==> config.mk <==
export PLATFORM = sky130hd
export DESIGN_NAME = crs_clock_ref_ctrl
export DESIGN_NICKNAME = d
export VERILOG_FILES = /design/src/crs_pkg.sv /design/src/crs_clock_ref_ctrl.sv /design/src/crs_settle_timer.sv
export SDC_FILE = /design/constraint.sdc
export NUM_CORES = 1
export LEC_CHECK = 0
export BUFFER_PORTS_ARGS = -buffer_cell sky130_fd_sc_hd__buf_4
export CORE_MARGIN = 2
export CORE_UTILIZATION = 30
export CTS_BUF_LIST = sky130_fd_sc_hd__clkbuf_8 sky130_fd_sc_hd__clkbuf_16
export CTS_CLUSTER_DIAMETER = 80
export CTS_CLUSTER_SIZE = 8
export DETAILED_ROUTE_END_ITERATION = 10
export PLACE_DENSITY = 0.53
export SYNTH_ARGS = -nofsm -noshare
export SYNTH_HDL_FRONTEND = slang
export SYNTH_SLANG_ARGS = --single-unit
export TNS_END_PERCENT = 30
==> constraint.sdc <==
create_clock -name aclk -period 7.65 [get_ports aclk]
set_clock_uncertainty 0.2 [all_clocks]
set_input_delay 0.3825 -clock aclk [delete_from_list [all_inputs] [get_ports aclk]]
set_output_delay 0.3825 -clock aclk [all_outputs]
set_load 0.02 [all_outputs]
==> src/crs_pkg.sv <==
package crs_pkg;

  // ----------------------------------------------------------------
  // Clock rates and settling times
  // ----------------------------------------------------------------
  localparam int SYS_CLK_HZ      = 20_000_000;
  localparam int SLOW_RC_HZ      = 64_000;
  localparam int SLOW_DIV        = SYS_CLK_HZ / SLOW_RC_HZ;
  localparam int SLOW_PERIOD_NS  = 1_000_000_000 / SLOW_RC_HZ;
  localparam int PLL_SETTLE_NS   = 6000;
  localparam int BG_SETTLE_NS    = 2000;
  // Extra tick: phase of the first slow tick after enable is unknown
  localparam int PLL_SETTLE_TICKS =
    (PLL_SETTLE_NS + SLOW_PERIOD_NS - 1) / SLOW_PERIOD_NS + 1;
  localparam int BG_SETTLE_TICKS  =
    (BG_SETTLE_NS + SLOW_PERIOD_NS - 1) / SLOW_PERIOD_NS + 1;
  localparam logic [8:0] SLOW_DIV_LAST = 9'(SLOW_DIV - 1);

  // ----------------------------------------------------------------
  // Clock tree figures
  // ----------------------------------------------------------------
  localparam int FAST_RC_HZ     = 4_000_000;
  localparam int SYS_CLK_MAX_HZ = 48_000_000;
  localparam int ADC_CLK_HZ     = 24_000_000;
  localparam logic [3:0] PLL_MULT    = 4'(SYS_CLK_MAX_HZ / FAST_RC_HZ);
  localparam logic [1:0] ADC_CLK_DIV = 2'(SYS_CLK_MAX_HZ / ADC_CLK_HZ);

  // ----------------------------------------------------------------
  // Register offsets (low 12 address bits)
  // ----------------------------------------------------------------
  localparam logic [11:0] OFF_CTRL      = 12'h000;
  localparam logic [11:0] OFF_STATUS    = 12'h004;
  localparam logic [11:0] OFF_LDO_TRIM  = 12'h010;
  localparam logic [11:0] OFF_SLOW_TRIM = 12'h014;
  localparam logic [11:0] OFF_FAST_TRIM = 12'h018;
  localparam logic [11:0] OFF_CAL_FIRST = 12'h01C;
  localparam logic [11:0] OFF_CAL_LAST  = 12'h028;
  localparam logic [11:0] OFF_LAST      = 12'h03C;
  localparam int          CAL_WORDS     = 4;

  // ----------------------------------------------------------------
  // Field positions and widths
  // ----------------------------------------------------------------
  localparam int CTRL_PLL_ON_BIT  = 0;
  localparam int CTRL_RC_PD_BIT   = 1;
  localparam int CTRL_BG_PD_BIT   = 2;
  localparam int CTRL_CLK_SEL_BIT = 3;
  localparam int ST_PLL_RDY_BIT   = 0;
  localparam int ST_BG_RDY_BIT    = 1;
  localparam int ST_RC_RUN_BIT    = 2;
  localparam int ST_SLOW_RUN_BIT  = 3;
  localparam int ST_ON_PLL_BIT    = 4;
  localparam int LDO_TRIM_W       = 3;
  localparam int SLOW_TRIM_W      = 4;
  localparam int FAST_TRIM_W      = 6;

  // ----------------------------------------------------------------
  // Reset values and bus answers
  // ----------------------------------------------------------------
  localparam logic        PLL_ON_RESET  = 1'b0;
  localparam logic        RC_PD_RESET   = 1'b0;
  localparam logic        BG_PD_RESET   = 1'b0;
  localparam logic        CLK_SEL_RESET = 1'b0;
  localparam logic [1:0]  RESP_OKAY     = 2'b00;
  localparam logic [1:0]  RESP_DECERR   = 2'b11;

  // ----------------------------------------------------------------
  // Types
  // ----------------------------------------------------------------
  typedef struct packed {
    logic clk_sel;
    logic bandgap_power_down;
    logic fast_rc_power_down;
    logic pll_power_on;
  } crs_ctrl_s;

  typedef struct packed {
    logic [LDO_TRIM_W-1:0]  core_regulator_trim;
    logic [SLOW_TRIM_W-1:0] slow_rc_trim;
    logic [FAST_TRIM_W-1:0] fast_rc_trim;
  } crs_trim_s;

  typedef logic [CAL_WORDS-1:0][31:0] crs_cal_t;

  typedef enum logic [2:0] {
    TMR_OFF   = 3'b001,
    TMR_WAIT  = 3'b010,
    TMR_READY = 3'b100
  } crs_tmr_e;

endpackage : crs_pkg

==> src/crs_clock_ref_ctrl.sv <==
module crs_clock_ref_ctrl
  import crs_pkg::*;
(
  input  wire logic        aclk,
  input  wire logic        aresetn,
  // AXI4-Lite slave
  input  wire logic [31:0] s_axi_awaddr,
  input  wire logic        s_axi_awvalid,
  output logic             s_axi_awready,
  input  wire logic [31:0] s_axi_wdata,
  input  wire logic [3:0]  s_axi_wstrb,
  input  wire logic        s_axi_wvalid,
  output logic             s_axi_wready,
  output logic [1:0]       s_axi_bresp,
  output logic             s_axi_bvalid,
  input  wire logic        s_axi_bready,
  input  wire logic [31:0] s_axi_araddr,
  input  wire logic        s_axi_arvalid,
  output logic             s_axi_arready,
  output logic [31:0]      s_axi_rdata,
  output logic [1:0]       s_axi_rresp,
  output logic             s_axi_rvalid,
  input  wire logic        s_axi_rready,
  // Analog side
  input  wire logic        core_regulator_ok,
  input  wire crs_trim_s   factory_trim,
  input  wire crs_cal_t    factory_cal,
  output logic             core_reset_n,
  output logic             pll_enable,
  output logic             fast_rc_enable,
  output logic             slow_rc_enable,
  output logic             bandgap_enable,
  output logic             pll_ready,
  output logic             bandgap_ready,
  output logic             sys_clk_from_pll,
  output logic [3:0]       pll_mult,
  output logic [1:0]       adc_clk_div,
  output crs_trim_s        trim_out,
  output crs_cal_t         cal_out,
  output logic             slow_tick
);

  typedef struct packed {
    crs_ctrl_s   ctrl;
    crs_trim_s   trim;
    crs_cal_t    cal;
    logic        aw_got;
    logic        w_got;
    logic [11:0] waddr;
    logic [31:0] wdata;
    logic [3:0]  wstrb;
    logic        bvalid;
    logic [1:0]  bresp;
    logic        rvalid;
    logic [31:0] rdata;
    logic [1:0]  rresp;
    logic [8:0]  div_cnt;
    logic        tick;
    logic        on_pll;
    logic        rst_out_n;
  } crs_state_s;

  crs_state_s s_reg;
  crs_state_s s_next;
  logic       rst_n;
  logic       pll_settled;
  logic       bg_settled;
  logic       pll_ok;
  logic [4:0] status;

  // ----------------------------------------------------------------
  // Helpers
  // ----------------------------------------------------------------
  function automatic logic [31:0] merge(input logic [31:0] old_v,
                                        input logic [31:0] new_v,
                                        input logic [3:0]  strb);
    logic [31:0] res;
    res = old_v;
    for (int i = 0; i < 4; i++) begin
      if (strb[i]) begin
        res[8*i +: 8] = new_v[8*i +: 8];
      end
    end
    return res;
  endfunction : merge

  function automatic logic is_cal(input logic [11:0] a);
    return (a >= OFF_CAL_FIRST) && (a <= OFF_CAL_LAST);
  endfunction : is_cal

  function automatic logic [1:0] cal_idx(input logic [11:0] a);
    logic [11:0] d;
    d = a - OFF_CAL_FIRST;
    return d[3:2];
  endfunction : cal_idx

  // Misaligned or past the map: DECERR, nothing touched
  function automatic logic bad_addr(input logic [11:0] a);
    return (a > OFF_LAST) || (a[1:0] != 2'b00);
  endfunction : bad_addr

  // Control and trim fields live in byte lane 0 only
  function automatic logic lane0_hit(input logic [11:0] a,
                                     input logic [3:0]  strb,
                                     input logic [11:0] off);
    return (a == off) && strb[0];
  endfunction : lane0_hit

  // Unused bits and unassigned words read 0
  function automatic logic [31:0] read_word(input crs_state_s  st,
                                            input logic [4:0]  stat,
                                            input logic [11:0] a);
    logic [31:0] w;
    w = 32'h0000_0000;
    if (a == OFF_CTRL) begin
      w[3:0] = st.ctrl;
    end else if (a == OFF_STATUS) begin
      w[4:0] = stat;
    end else if (a == OFF_LDO_TRIM) begin
      w[LDO_TRIM_W-1:0] = st.trim.core_regulator_trim;
    end else if (a == OFF_SLOW_TRIM) begin
      w[SLOW_TRIM_W-1:0] = st.trim.slow_rc_trim;
    end else if (a == OFF_FAST_TRIM) begin
      w[FAST_TRIM_W-1:0] = st.trim.fast_rc_trim;
    end else if (is_cal(a)) begin
      w = st.cal[cal_idx(a)];
    end
    return w;
  endfunction : read_word

  // ----------------------------------------------------------------
  // Reset and settle timers
  // ----------------------------------------------------------------
  assign rst_n = aresetn && core_regulator_ok;

  crs_settle_timer #(
    .TICKS    (8'(PLL_SETTLE_TICKS)),
    .EN_RESET (PLL_ON_RESET)
  ) u_pll_timer (
    .aclk      (aclk),
    .rst_n     (rst_n),
    .enable    (s_reg.ctrl.pll_power_on),
    .slow_tick (s_reg.tick),
    .ready     (pll_settled)
  );

  crs_settle_timer #(
    .TICKS    (8'(BG_SETTLE_TICKS)),
    .EN_RESET (!BG_PD_RESET)
  ) u_bg_timer (
    .aclk      (aclk),
    .rst_n     (rst_n),
    .enable    (!s_reg.ctrl.bandgap_power_down),
    .slow_tick (s_reg.tick),
    .ready     (bg_settled)
  );

  // PLL locks to the fast RC, which itself leans on the bandgap
  assign pll_ok = pll_settled && bg_settled && !s_reg.ctrl.fast_rc_power_down;

  // Slow RC bit fixed high: nothing can stop it
  assign status = {s_reg.on_pll, 1'b1, !s_reg.ctrl.fast_rc_power_down, bg_settled, pll_ok};

  // ----------------------------------------------------------------
  // Next state
  // ----------------------------------------------------------------
  always_comb begin
    s_next = s_reg;

    // Slow oscillator tick, never gated
    s_next.tick = 1'b0;
    if (s_reg.div_cnt == SLOW_DIV_LAST) begin
      s_next.div_cnt = 9'h000;
      s_next.tick    = 1'b1;
    end else begin
      s_next.div_cnt = s_reg.div_cnt + 9'h001;
    end

    // Switch to PLL only once settled; 4 MHz x mult stays within 48 MHz
    s_next.on_pll    = s_reg.ctrl.clk_sel && pll_ok;
    s_next.rst_out_n = 1'b1;

    // Write channel capture
    // Address and data may arrive in either order
    if (s_axi_awvalid && s_axi_awready) begin
      s_next.aw_got = 1'b1;
      s_next.waddr  = s_axi_awaddr[11:0];
    end
    if (s_axi_wvalid && s_axi_wready) begin
      s_next.w_got = 1'b1;
      s_next.wdata = s_axi_wdata;
      s_next.wstrb = s_axi_wstrb;
    end
    if (s_reg.bvalid && s_axi_bready) begin
      s_next.bvalid = 1'b0;
    end

    // Write commit
    if (s_reg.aw_got && s_reg.w_got && !s_reg.bvalid) begin
      s_next.aw_got = 1'b0;
      s_next.w_got  = 1'b0;
      s_next.bvalid = 1'b1;
      s_next.bresp  = RESP_OKAY;
      if (bad_addr(s_reg.waddr)) begin
        s_next.bresp = RESP_DECERR;
      end else if (lane0_hit(s_reg.waddr, s_reg.wstrb, OFF_CTRL)) begin
        s_next.ctrl.pll_power_on       = s_reg.wdata[CTRL_PLL_ON_BIT];
        s_next.ctrl.fast_rc_power_down = s_reg.wdata[CTRL_RC_PD_BIT];
        s_next.ctrl.bandgap_power_down = s_reg.wdata[CTRL_BG_PD_BIT];
        s_next.ctrl.clk_sel            = s_reg.wdata[CTRL_CLK_SEL_BIT];
      end else if (lane0_hit(s_reg.waddr, s_reg.wstrb, OFF_LDO_TRIM)) begin
        s_next.trim.core_regulator_trim = s_reg.wdata[LDO_TRIM_W-1:0];
      end else if (lane0_hit(s_reg.waddr, s_reg.wstrb, OFF_SLOW_TRIM)) begin
        s_next.trim.slow_rc_trim = s_reg.wdata[SLOW_TRIM_W-1:0];
      end else if (lane0_hit(s_reg.waddr, s_reg.wstrb, OFF_FAST_TRIM)) begin
        s_next.trim.fast_rc_trim = s_reg.wdata[FAST_TRIM_W-1:0];
      end else if (is_cal(s_reg.waddr)) begin
        s_next.cal[cal_idx(s_reg.waddr)] =
          merge(s_reg.cal[cal_idx(s_reg.waddr)], s_reg.wdata, s_reg.wstrb);
      end
      // Other in-range locations hold nothing: writes dropped
    end

    // Read
    // Answer stands from the edge after the address is taken
    if (s_reg.rvalid && s_axi_rready) begin
      s_next.rvalid = 1'b0;
    end
    if (s_axi_arvalid && s_axi_arready) begin
      s_next.rvalid = 1'b1;
      s_next.rresp  = RESP_OKAY;
      s_next.rdata  = 32'h0000_0000;
      if (bad_addr(s_axi_araddr[11:0])) begin
        s_next.rresp = RESP_DECERR;
      end else begin
        s_next.rdata = read_word(s_reg, status, s_axi_araddr[11:0]);
      end
    end
  end

  // ----------------------------------------------------------------
  // State register
  // ----------------------------------------------------------------
  always_ff @(posedge aclk) begin
    if (!rst_n) begin
      s_reg           <= '0;
      s_reg.ctrl      <= '{clk_sel:            CLK_SEL_RESET,
                           bandgap_power_down: BG_PD_RESET,
                           fast_rc_power_down: RC_PD_RESET,
                           pll_power_on:       PLL_ON_RESET};
      // Trims reload from factory values on every reset
      s_reg.trim      <= factory_trim;
      s_reg.cal       <= factory_cal;
      s_reg.rst_out_n <= 1'b0;
    end else begin
      s_reg <= s_next;
    end
  end

  // ----------------------------------------------------------------
  // Outputs
  // ----------------------------------------------------------------
  assign s_axi_awready    = !s_reg.aw_got && !s_reg.bvalid;
  assign s_axi_wready     = !s_reg.w_got && !s_reg.bvalid;
  assign s_axi_bvalid     = s_reg.bvalid;
  assign s_axi_bresp      = s_reg.bresp;
  assign s_axi_arready    = !s_reg.rvalid;
  assign s_axi_rvalid     = s_reg.rvalid;
  assign s_axi_rdata      = s_reg.rdata;
  assign s_axi_rresp      = s_reg.rresp;
  assign core_reset_n     = s_reg.rst_out_n;
  assign pll_enable       = s_reg.ctrl.pll_power_on;
  assign fast_rc_enable   = !s_reg.ctrl.fast_rc_power_down;
  assign slow_rc_enable   = 1'b1;
  assign bandgap_enable   = !s_reg.ctrl.bandgap_power_down;
  assign pll_ready        = pll_ok;
  assign bandgap_ready    = bg_settled;
  assign sys_clk_from_pll = s_reg.on_pll;
  assign pll_mult         = PLL_MULT;
  assign adc_clk_div      = ADC_CLK_DIV;
  assign trim_out         = s_reg.trim;
  assign cal_out          = s_reg.cal;
  assign slow_tick        = s_reg.tick;

endmodule : crs_clock_ref_ctrl

==> src/crs_settle_timer.sv <==
module crs_settle_timer
  import crs_pkg::*;
#(
  parameter logic [7:0] TICKS    = 8'h01,
  parameter logic       EN_RESET = 1'b0
) (
  input  wire logic aclk,
  input  wire logic rst_n,
  input  wire logic enable,
  input  wire logic slow_tick,
  output logic      ready
);

  typedef struct packed {
    crs_tmr_e   st;
    logic       en_q;
    logic [7:0] cnt;
  } crs_tmr_s;

  crs_tmr_s t_reg;
  crs_tmr_s t_next;

  // ----------------------------------------------------------------
  // Settle counter on the slow oscillator tick
  // ----------------------------------------------------------------
  always_comb begin
    t_next      = t_reg;
    t_next.en_q = enable;
    case (t_reg.st)
      TMR_OFF: begin
        if (enable) begin
          t_next.st  = TMR_WAIT;
          t_next.cnt = 8'h00;
        end
      end
      TMR_WAIT: begin
        if (slow_tick) begin
          t_next.cnt = t_reg.cnt + 8'h01;
          if (t_reg.cnt + 8'h01 >= TICKS) begin
            t_next.st = TMR_READY;
          end
        end
      end
      TMR_READY: begin
      end
      default: begin
        t_next.st = TMR_OFF;
      end
    endcase
    // Any change restarts the wait; disable drops ready one clock after enable falls
    if (enable != t_reg.en_q) begin
      t_next.st  = enable ? TMR_WAIT : TMR_OFF;
      t_next.cnt = 8'h00;
    end
  end

  always_ff @(posedge aclk) begin
    if (!rst_n) begin
      t_reg.st   <= EN_RESET ? TMR_WAIT : TMR_OFF;
      t_reg.en_q <= EN_RESET;
      t_reg.cnt  <= 8'h00;
    end else begin
      t_reg <= t_next;
    end
  end

  assign ready = (t_reg.st == TMR_READY) && t_reg.en_q;

endmodule : crs_settle_timer

==> PnR_summary.wiki, run 1 <==
{| class="wikitable"
! Metric !! Value
|-
| Via count || ~13000
|-
| Xor-xnor portion of the synthesized cell area || 0.0109
|-
| Critical Path RT || between 7 and 8 ns
|-
| Run status || complete, no violations
|-
| CP startpoint kind || register
|-
| Clock-pin transition on the worst setup and hold timing paths || around 0.050 ns
|-
| Type of the worst setup path || reg2reg
|-
| CTS tree || done
|-
| Number of remaining DRC errors || 0
|-
| Flops & latches, synth || 267
|-
| First element of the critical path || s_reg[88]$_SDFFE_PN0P_
|-
| H-tree levels || 2
|-
| Gate power share || 0.172
|-
| Largest net degree at the start of global routing || between 150 and 200
|-
| Placeable Area || between 40000 and 50000 µm²
|-
| Die Wd || roughly 220 µm
|-
| Final routed wire length divided by cell count || between 20 and 25 µm
|-
| Skew-Pair Late Insertion Delay || around 0.55 ns
|-
| R2R cell count || 6
|-
| Synthesized instance count || around 1500
|-
| Proportion of total power due to net switching || 0.273
|-
| Num rows || 80
|-
| Via density per instance || 5.06
|-
| Area growth, synth to finish || 36.1%
|-
| Vias in the first global route || about 13000
|-
| Sequential group share of total power || 0.423
|-
| Startpoint of the worst register-to-register path || s_reg[88]$_SDFFE_PN0P_
|-
| Distinct cells, synth || 67
|-
| Height of the chip || 224 µm
|-
| Maximum fanout count along the critical path || 38
|-
| Count of placed standard cells in the final layout, fillers left out || ~2500
|-
| Sequential fraction of the synthesis area || 0.466
|-
| Final Slew Violations || 0
|-
| Final core utilization || 0.413
|-
| Area of the multi-input gates || roughly 6000 µm²
|-
| Number of buffers added for setup after CTS || 0
|-
| Antenna violations before repair || 0
|-
| Count of warnings emitted by yosys || 0
|-
| Multiplexer fraction of the synthesized cell area || 0.124
|-
| Number of flip-flops under the largest register name || approximately 130
|-
| Final Hold Slack || between 0.09 and 0.1 ns
|-
| Root buf cell || clkbuf_16
|-
| Hold Fails Final Rpt || 0
|-
| Number of max-capacitance violations reported || 0
|-
| Sink count of the clock tree || 267
|-
| Final WS setup || a little under 4 ns
|-
| Placed cell count || 2211
|-
| Count of TritonRoute iterations in the first routing pass || 5
|-
| Setup WS pre-CTS || between 3 and 4 ns
|-
| Final setup violation count || 0
|-
| Class of the tightest hold or removal check || in2reg
|-
| Drt total wl || between 50000 and 60000 µm
|-
| Slew Limit Headroom || 0.277
|-
| Arrival time of the worst setup path || 3.84 ns
|-
| Share of post-route cells with drive strength above 1 || 0.294
|-
| Slew at the pin with the worst max-slew slack || roughly 1.1 ns
|-
| Effective utilization at floorplan || 0.304
|-
| Fmax || roughly 260 MHz
|-
| Period utilisation layout || 0.496
|-
| Detailed-placement wirelength estimate || between 30000 and 40000 µm
|-
| Net switching power || 1.08 mW
|-
| Net count reported at finish || 2095
|-
| Proportion of register bits with asynchronous set or reset after synthesis || 0
|-
| Max IR drop VDD || ~0.00014 V
|-
| RSZ-0062 raised after global routing || no
|-
| Buffers from clock root to sink, at most || 3
|-
| Input/output buffers || slightly below 400
|-
| Synth Area in Compound Gates || 0.125
|-
| Top FF cell, synth || edfxtp_1
|-
| Leakage || between 7 and 8 nW
|-
| Final period demand of the worst path || between 3 and 4 ns
|-
| Number of nets with antenna violations after routing || 0
|-
| Number of DRC markers in iteration 0 || ~1100
|-
| Synth Area in Adders || 0.0147
|-
| TritonCTS Buffers || 39
|-
| Post-synthesis instance area || approximately 15000 µm²
|-
| Number of flops mapped to enable cells by yosys || about 140
|-
| Post-route setup TNS || 0 ns
|-
| Capture point of the critical path || cal_out[47]$_DFFE_PP_
|-
| End of the worst register-to-register path || cal_out[47]$_DFFE_PP_
|-
| Largest family of logic cells by synthesized area || simple AND/OR/NAND/NOR gates
|-
| Global-route wire length before repair || 78400 µm
|-
| Number of top-level pins || approximately 450
|-
| Post-synthesis simple-gate area fraction || 0.135
|-
| Fill cells || between 4000 and 5000
|-
| Grt total ovfl || 0
|-
| Weighted congestion reported at the end of routability-driven placement || about 0.85
|-
| Placement Cell Area || roughly 17000 µm²
|-
| Average cell area after synthesis || 10.0 µm²
|-
| Die area || ~50000 µm²
|-
| Clock share of power || 0.405
|-
| Cell internal power dissipation || around 2.9 mW
|-
| Combined flip-flop and latch cell area || about 6800 µm²
|-
| Finished Cell Area || approximately 20000 µm²
|-
| Slack of the worst reg-to-reg path || 3.86 ns
|-
| Total power per unit cell area || roughly 200 nW/µm²
|-
| Total routing resource utilization after global routing || 0.208
|-
| Critical Path End Type || register
|-
| Total design power || slightly below 4 mW
|}
## critical path: stages, from the launching register on
cell	delay, ns
dfxtp_4	0.95
inv_1	0.25
ha_2	0.81
buf_4	0.45
mux4_2	0.35
mux2i_1	0.31
o21ai_0	0.15
## layer usage
| layer | up-vias | track usage | routed length [µm] |
|---|---|---|---|
| li1 | 5751 | - | - |
| met1 | 6078 | 0.256 | 21400 |
| met2 | 592 | 0.362 | 26600 |
| met3 | 97 | 0.0450 | 4080 |
| met4 | 0 | 0.0688 | 1400 |
| met5 | - | 0 | 0 |
## worst min path at each step
stage / start / to / slack (ns) / depth (start not counted)
final: s_axi_araddr[11] / s_axi_rdata[1]$_SDFFE_PN0P_ / 0.09 / 4
after global placement: s_reg[3]$_SDFF_PP0_ / s_reg[3]$_SDFF_PP0_ / 0.23 / 1
after floorplan: s_reg[3]$_SDFF_PP0_ / s_reg[3]$_SDFF_PP0_ / 0.22 / 1
after detailed placement: s_reg[3]$_SDFF_PP0_ / s_reg[3]$_SDFF_PP0_ / 0.24 / 1
after global routing: s_axi_araddr[11] / s_axi_rdata[1]$_SDFFE_PN0P_ / 0.09 / 4
after CTS: s_axi_araddr[10] / s_axi_rdata[1]$_SDFFE_PN0P_ / 0.05 / 4
## Yosys cell counts (13+ instances only)
master,count,area share
nand2_1,267,0.069
buf_4,184,0.095
o21ai_0,156,0.054
edfxtp_1,141,0.29
dfxtp_1,126,0.17
nor2_1,85,0.022
a21oi_1,74,0.026
clkbuf_1,69,0.018
mux4_2,64,0.099
mux2i_1,36,0.025
a22oi_1,25,0.013
inv_1,18,0.0047
ha_1,17,0.015
a22o_1,13,0.0078
nand3_1,13,0.0045
## what timing repair did
action	CTS	global route
endpoints found under the hold margin	192	0
hold buffers	192	0
resized for setup	0	0
## cell type report
| cell class | count | share of cell area |
|---|---|---|
| Sequential cell | 267 | 0.342 |
| Multi-Input combinational cell | 900 | 0.304 |
| Timing Repair Buffer | 603 | 0.254 |
| Clock buffer | 40 | 0.0507 |
| Tap cell | 615 | 0.0390 |
| Clock inverter | 28 | 0.00627 |
| Inverter | 18 | 0.00342 |
| Antenna cell | 1 | 0.000127 |
## cell usage in the layout (no fill, tap or decap), drive strengths merged, types with 40 or more instances in the layout
| cell | synthesis | layout |
|---|---|---|
| a21oi | 74 | 74 |
| buf | 200 | 411 |
| clkbuf | 70 | 40 |
| dfxtp | 126 | 126 |
| dlygate4sd3 | 0 | 192 |
| edfxtp | 141 | 141 |
| inv | 18 | 44 |
| mux4 | 64 | 64 |
| nand2 | 267 | 267 |
| nor2 | 85 | 85 |
| o21ai | 158 | 158 |
## power groups by stage
stage	logic (mW)	clock network (mW)	registers (mW)
2_1_floorplan	0.408	0	1.66
3_3_place_gp	0.596	0	1.69
3_5_place_dp	0.597	0	1.70
4_1_cts	0.680	1.64	1.67
5_1_grt	0.722	1.69	1.68
6_report	0.678	1.59	1.67
## cells by family after synthesis
logic type      Yosys count
fa+ha+maj                17
flops                   267
buf+inv                 288
mux                     100
xor+xnor                 18
other cells               2
compound gates          313
simple gates            445
Power figures use the tool's default switching activity.
==> inputs of run 2 (changes only) <==
==> constraint.sdc (replaced) <==
create_clock -name aclk -period 3.5 [get_ports aclk]
set_clock_uncertainty 0.2 [all_clocks]
set_input_delay 0.175 -clock aclk [delete_from_list [all_inputs] [get_ports aclk]]
set_output_delay 0.175 -clock aclk [all_outputs]
set_load 0.02 [all_outputs]
==> PnR_summary.wiki, run 2 (synthesized netlist as in run 1, its figures left out) <==
{| class="wikitable"
! Metric !! Value
|-
| Run status || complete, no violations
|-
| Height of the chip || 224 µm
|-
| CTS tree || done
|-
| Weighted congestion reported at the end of routability-driven placement || between 0.8 and 0.9
|-
| Met3 routed wirelength || approximately 3600 µm
|-
| Count of placed standard cells in the final layout, fillers left out || between 2000 and 3000
|-
| Met2 WL post-DR || roughly 27000 µm
|-
| Net count reported at finish || roughly 2100
|-
| Slew Limit Headroom || 0.272
|-
| TritonCTS Buffers || 40
|-
| Most prevalent standard cell on the critical path || dlygate4sd3_1
|-
| Skew-Pair Late Insertion Delay || 0.55 ns
|-
| Via density per instance || between 5 and 6
|-
| Via count || ~13000
|-
| Class of the tightest hold or removal check || in2reg
|-
| Critical Path End Type || register
|-
| Final Slew Violations || 0
|-
| Effective utilization at floorplan || 0.304
|-
| Die Wd || around 220 µm
|-
| Die area || between 50000 and 60000 µm²
|-
| Number of max-capacitance violations reported || 0
|-
| Critical path buffer and inverter count || 5
|-
| Final Hold Slack || approximately 0.035 ns
|-
| Total power per unit cell area || between 400 and 500 nW/µm²
|-
| WL met1 || 21600 µm
|-
| Leakage || a little over 8 nW
|-
| Final setup violation count || 0
|-
| Slew at the pin with the worst max-slew slack || 1.09 ns
|-
| Placeable Area || approximately 48000 µm²
|-
| Grt total ovfl || 0
|-
| Post-route setup TNS || 0 ns
|-
| Global-route wire length before repair || around 80000 µm
|-
| Slowest stage delay, CP || around 0.7 ns
|-
| Number of flip-flops under the largest register name || roughly 130
|-
| Period utilisation layout || 0.944
|-
| Share of post-route cells with drive strength above 1 || 0.299
|-
| Critical Path RT || 3.73 ns
|-
| Detailed-placement wirelength estimate || around 36000 µm
|-
| Num rows || 80
|-
| Input/output buffers || 398
|-
| Placement Cell Area || ~17000 µm²
|-
| Top layer reached by signal wires || met5
|-
| Finished Cell Area || between 20000 and 25000 µm²
|-
| Root buf cell || clkbuf_16
|-
| Fmax || around 300 MHz
|-
| H-tree levels || 2
|-
| Arrival time of the worst setup path || 3.54 ns
|-
| RSZ-0062 raised after global routing || no
|-
| Drt total wl || 53700 µm
|-
| Hold Fails Final Rpt || 0
|-
| Area growth, synth to finish || 38.7%
|-
| Commonest non-fill, non-tap cells in the layout || buf_4, nand2_1, dlygate4sd3_1, o21ai_0, edfxtp_1
|-
| Number of buffers added for setup after CTS || 0
|-
| Clock-pin transition on the worst setup and hold timing paths || roughly 0.06 ns
|-
| Number of top-level pins || about 450
|-
| Number of remaining DRC errors || 0
|-
| Largest net degree at the start of global routing || a little under 80
|-
| Vias in the first global route || between 10000 and 15000
|-
| Sink count of the clock tree || between 200 and 300
|-
| Max IR drop VDD || 0.000384 V
|-
| Count of TritonRoute iterations in the first routing pass || 7
|-
| Cell family with most CP delay || buffers and inverters
|-
| Number of DRC markers in iteration 0 || between 1000 and 1500
|-
| Maximum fanout count along the critical path || 7
|-
| Final period demand of the worst path || ~3.3 ns
|-
| Launch point of the worst hold path || s_axi_awvalid
|-
| Startpoint of the worst register-to-register path || s_reg[88]$_SDFFE_PN0P_
|-
| First element of the critical path || s_axi_araddr[11]
|-
| Most common cell after layout, fill and taps aside || buf_4
|-
| Antenna violations before repair || 3
|-
| Buffers from clock root to sink, at most || 3
|-
| Placed cell count || between 2000 and 2500
|-
| Highest-delay cell along the critical path || dlygate4sd3_1
|-
| Number of nets with antenna violations after routing || 0
|-
| Final routed wire length divided by cell count || between 20 and 25 µm
|-
| Total routing resource utilization after global routing || 0.211
|-
| CP startpoint kind || primary input
|-
| Type of the worst setup path || in2reg
|-
| Critical Path, Cell by Cell || dlygate4sd3_1 > buf_4 > nor3_4 > dlygate4sd3_1 > nand2_1 > o21ai_0 > o32a_2 > dlygate4sd3_1 > o21ai_1 > dlygate4sd3_1
|}
==> run 2: cell count changes in the layout (fill, tap and decap cells not counted), sizes merged <==
cell	change
buf	+15
bufinv	+1
clkbuf	+3
diode	+1
dlygate4sd3	+12
inv	+1
==> run 2: worst paths after layout <==
check	endpoint	slack, ns	depth (start not counted)
worst max-delay path	s_axi_rdata[3]$_SDFFE_PN0P_	0.20	10
worst min-delay path	s_reg[88]$_SDFFE_PN0P_	0.03	4
worst max register to register	cal_out[23]$_DFFE_PP_	0.81	6
worst min register to register	s_reg[3]$_SDFF_PP0_	0.25	1
==> run 2: power by group <==
group          internal [mW]  total (mW)  switching [mW]
clock network           2.26        3.73            1.47
registers               3.50        3.64           0.146
logic                  0.740        1.51           0.771
==> run 2: repair_timing <==
item,CTS,global route
gates resized for setup,0,0
hold buffers,204,0
hold endpoints to repair,202,0
==> run 2: through the flow <==
| stage | utilization | total power, mW | setup slack [ns] |
|---|---|---|---|
| CTS | 0.421 | 8.96 | 0.272 |
| finish | 0.421 | 8.88 | 0.197 |
| detailed placement | 0.353 | 5.04 | 0.763 |
| global route | 0.421 | 9.21 | 0.0575 |
| floorplan | - | 4.52 | 0.223 |
| global placement | 0.353 | 5.02 | 0.815 |
==> run 2: cell type report <==
cell class / count / area [µm²]
Antenna cell: 2 / 5.00
Tap cell: 615 / 769
Sequential cell: 267 / 6760
Multi-Input combinational cell: 900 / 6000
Timing Repair Buffer: 630 / 5290
Fill cell: 4576 / 27600
Inverter: 18 / 67.6
Clock buffer: 43 / 1080
Clock inverter: 30 / 153
==> run 2: layer usage <==
layer | vias to the layer above | global-route usage
li1 | 5825 | -
met1 | 6146 | 0.253
met2 | 468 | 0.370
met3 | 108 | 0.0488
met4 | 2 | 0.0705
met5 | - | 0
==> run 2: worst min-delay path, stage by stage <==
cell	delay, ns
buf_4	0.08
nand2_1	0.25
nand2_1	0.15
a21oi_1	0.06
==> inputs of run 3 (changes only) <==
--- a/config.mk
+++ b/config.mk
@@ -8,7 +8,6 @@
 export BUFFER_PORTS_ARGS = -buffer_cell sky130_fd_sc_hd__buf_4
 export CORE_MARGIN = 2
 export CORE_UTILIZATION = 30
-export CTS_BUF_LIST = sky130_fd_sc_hd__clkbuf_8 sky130_fd_sc_hd__clkbuf_16
 export CTS_CLUSTER_DIAMETER = 80
 export CTS_CLUSTER_SIZE = 8
 export DETAILED_ROUTE_END_ITERATION = 10
==> PnR_summary.wiki, run 3 (synthesized netlist as in run 1, its figures left out) <==
{| class="wikitable"
! Metric !! Value
|-
| Number of flip-flops under the largest register name || between 100 and 150
|-
| Largest net degree at the start of global routing || just under 80
|-
| Grt total ovfl || 0
|-
| Area of the multi-input gates || 6000 µm²
|-
| TritonCTS Buffers || 40
|-
| Leakage || 8.03 nW
|-
| Critical Path RT || ~3.7 ns
|-
| Num rows || 80
|-
| Root buf cell || clkbuf_16
|-
| Total power per unit cell area || about 440 nW/µm²
|-
| Slew at the pin with the worst max-slew slack || between 1 and 1.5 ns
|-
| Fmax || ~300 MHz
|-
| Type of the worst setup path || in2reg
|-
| Effective utilization at floorplan || 0.304
|-
| Number of buffers added for setup after CTS || 0
|-
| Period utilisation layout || 0.951
|-
| Height of the chip || ~220 µm
|-
| Critical Path, Cell by Cell || dlygate4sd3_1 > buf_4 > nor3_4 > dlygate4sd3_1 > nand2_1 > o21ai_0 > o32a_2 > dlygate4sd3_1 > o21ai_1 > dlygate4sd3_1
|-
| Critical Path End Type || register
|-
| Final WS setup || ~0.17 ns
|-
| Run status || complete, no violations
|-
| CTS tree || done
|-
| R2R cell count || 6
|-
| Via density per instance || about 5.0
|-
| Global-route wire length before repair || approximately 80000 µm
|-
| Placeable Area || about 48000 µm²
|-
| Via count || between 10000 and 15000
|-
| Share of post-route cells with drive strength above 1 || 0.299
|-
| Vias in the first global route || approximately 13000
|-
| Number of remaining DRC errors || 0
|-
| Count of placed standard cells in the final layout, fillers left out || approximately 2500
|-
| Final routed wire length divided by cell count || about 21 µm
|-
| Antenna violations before repair || 3
|-
| Depth of the worst hold-timing path || 4
|-
| Setup WS pre-CTS || 0.763 ns
|-
| Launch point of the worst hold path || s_axi_awvalid
|-
| Slack of the worst reg-to-reg path || roughly 0.8 ns
|-
| Skew-Pair Late Insertion Delay || between 0.5 and 0.6 ns
|-
| Cell family with most CP delay || buffers and inverters
|-
| Total design power || between 8 and 9 mW
|-
| Most common cell after layout, fill and taps aside || buf_4
|-
| Combined flip-flop and latch cell area || around 6800 µm²
|-
| Slew Limit Headroom || 0.261
|-
| Startpoint of the worst register-to-register path || cal_out[99]$_DFFE_PP_
|-
| Weighted congestion reported at the end of routability-driven placement || approximately 0.86
|-
| Slowest stage delay, CP || 0.72 ns
|-
| Maximum fanout count along the critical path || 7
|-
| Max IR drop VDD || roughly 0.00038 V
|-
| Total routing resource utilization after global routing || 0.211
|-
| Fill cells || 4576
|-
| Hold Fails Final Rpt || 0
|-
| H-tree levels || 2
|-
| Most prevalent standard cell on the critical path || dlygate4sd3_1
|-
| Final Slew Violations || 0
|-
| Drt total wl || between 50000 and 60000 µm
|-
| Die Wd || between 200 and 250 µm
|-
| Finished Cell Area || 20100 µm²
|-
| Number of DRC markers in iteration 0 || approximately 910
|-
| Class of the tightest hold or removal check || in2reg
|-
| Die area || approximately 50000 µm²
|-
| Highest-delay cell along the critical path || dlygate4sd3_1
|-
| Final Hold Slack || 0.0376 ns
|-
| Number of top-level pins || approximately 450
|-
| Clock-pin transition on the worst setup and hold timing paths || ~0.060 ns
|-
| Number of nets with antenna violations after routing || 0
|-
| Placement Cell Area || roughly 17000 µm²
|-
| Number of max-capacitance violations reported || 0
|-
| RSZ-0062 raised after global routing || no
|-
| Detailed-placement wirelength estimate || around 36000 µm
|-
| Final core utilization || 0.421
|-
| Arrival time of the worst setup path || around 3.6 ns
|-
| Commonest non-fill, non-tap cells in the layout || buf_4, nand2_1, dlygate4sd3_1, o21ai_0, edfxtp_1
|-
| Sink count of the clock tree || roughly 270
|-
| Area growth, synth to finish || 38.7%
|-
| Placed cell count || around 2200
|-
| Total of hold buffers inserted after clock tree synthesis || approximately 200
|-
| CTS-repair resized insts || 0
|-
| Final setup violation count || 0
|-
| Post-route setup TNS || 0 ns
|-
| Net count reported at finish || 2123
|-
| Critical path buffer and inverter count || 5
|-
| Final period demand of the worst path || 3.33 ns
|-
| Hold Crit Endpoint || s_reg[88]$_SDFFE_PN0P_
|-
| Input/output buffers || ~400
|-
| CP startpoint kind || primary input
|-
| End of the worst register-to-register path || s_axi_rdata[3]$_SDFFE_PN0P_
|-
| Count of TritonRoute iterations in the first routing pass || 5
|-
| Buffers from clock root to sink, at most || 3
|}
-- run 3: cell count changes in the layout (fill, tap and decap cells not counted), sizes merged --
cell,change
clkbuf,+27
inv,-27
-- run 3: report_power, final --
part	switching [mW]	leakage, nW	total, mW	internal, mW
clock	1.45	0.587	3.80	2.34
sequential	0.146	2.50	3.64	3.50
combinational	0.769	4.94	1.51	0.740
-- run 3: how the worst max path moves through the flow --
stage	startpoint	end	slack [ns]	depth (start not counted)
2_1_floorplan	s_reg[88]$_SDFFE_PN0P_	cal_out[0]$_DFFE_PP_	0.22	10
3_3_place_gp	s_axi_araddr[2]	s_axi_rdata[4]$_SDFFE_PN0P_	0.81	9
3_5_place_dp	s_reg[88]$_SDFFE_PN0P_	cal_out[120]$_DFFE_PP_	0.76	6
4_1_cts	s_axi_araddr[11]	s_axi_rdata[3]$_SDFFE_PN0P_	0.27	10
5_1_grt	s_axi_araddr[11]	s_axi_rdata[3]$_SDFFE_PN0P_	0.06	10
6_report	s_axi_araddr[11]	s_axi_rdata[3]$_SDFFE_PN0P_	0.17	10
-- run 3: worst reg2reg max path, stage by stage, from the launching register on --
cell and delay, ns:
edfxtp_1 0.44, mux4_2 0.52, o21ai_0 0.10, o32a_2 0.17, dlygate4sd3_1 0.54, o21ai_1 0.07, dlygate4sd3_1 0.56
-- run 3: area by class of cell --
cell class	instances	share of cell area
diodes	2	0.000249
inverters	18	0.00336
multi-input cells	900	0.298
repair buffers	630	0.263
clock buffers	70	0.0585
flip-flops and latches	267	0.336
well taps	615	0.0382
clock inverters	3	0.00255
-- run 3: per-layer routing --
layer | part of all wire | up-vias | GRT usage
met1 | 0.40 | 6098 | 0.253
met5 | 0.00024 | - | 0
met3 | 0.072 | 104 | 0.0488
met4 | 0.028 | 2 | 0.0705
li1 | - | 5819 | -
met2 | 0.50 | 489 | 0.370
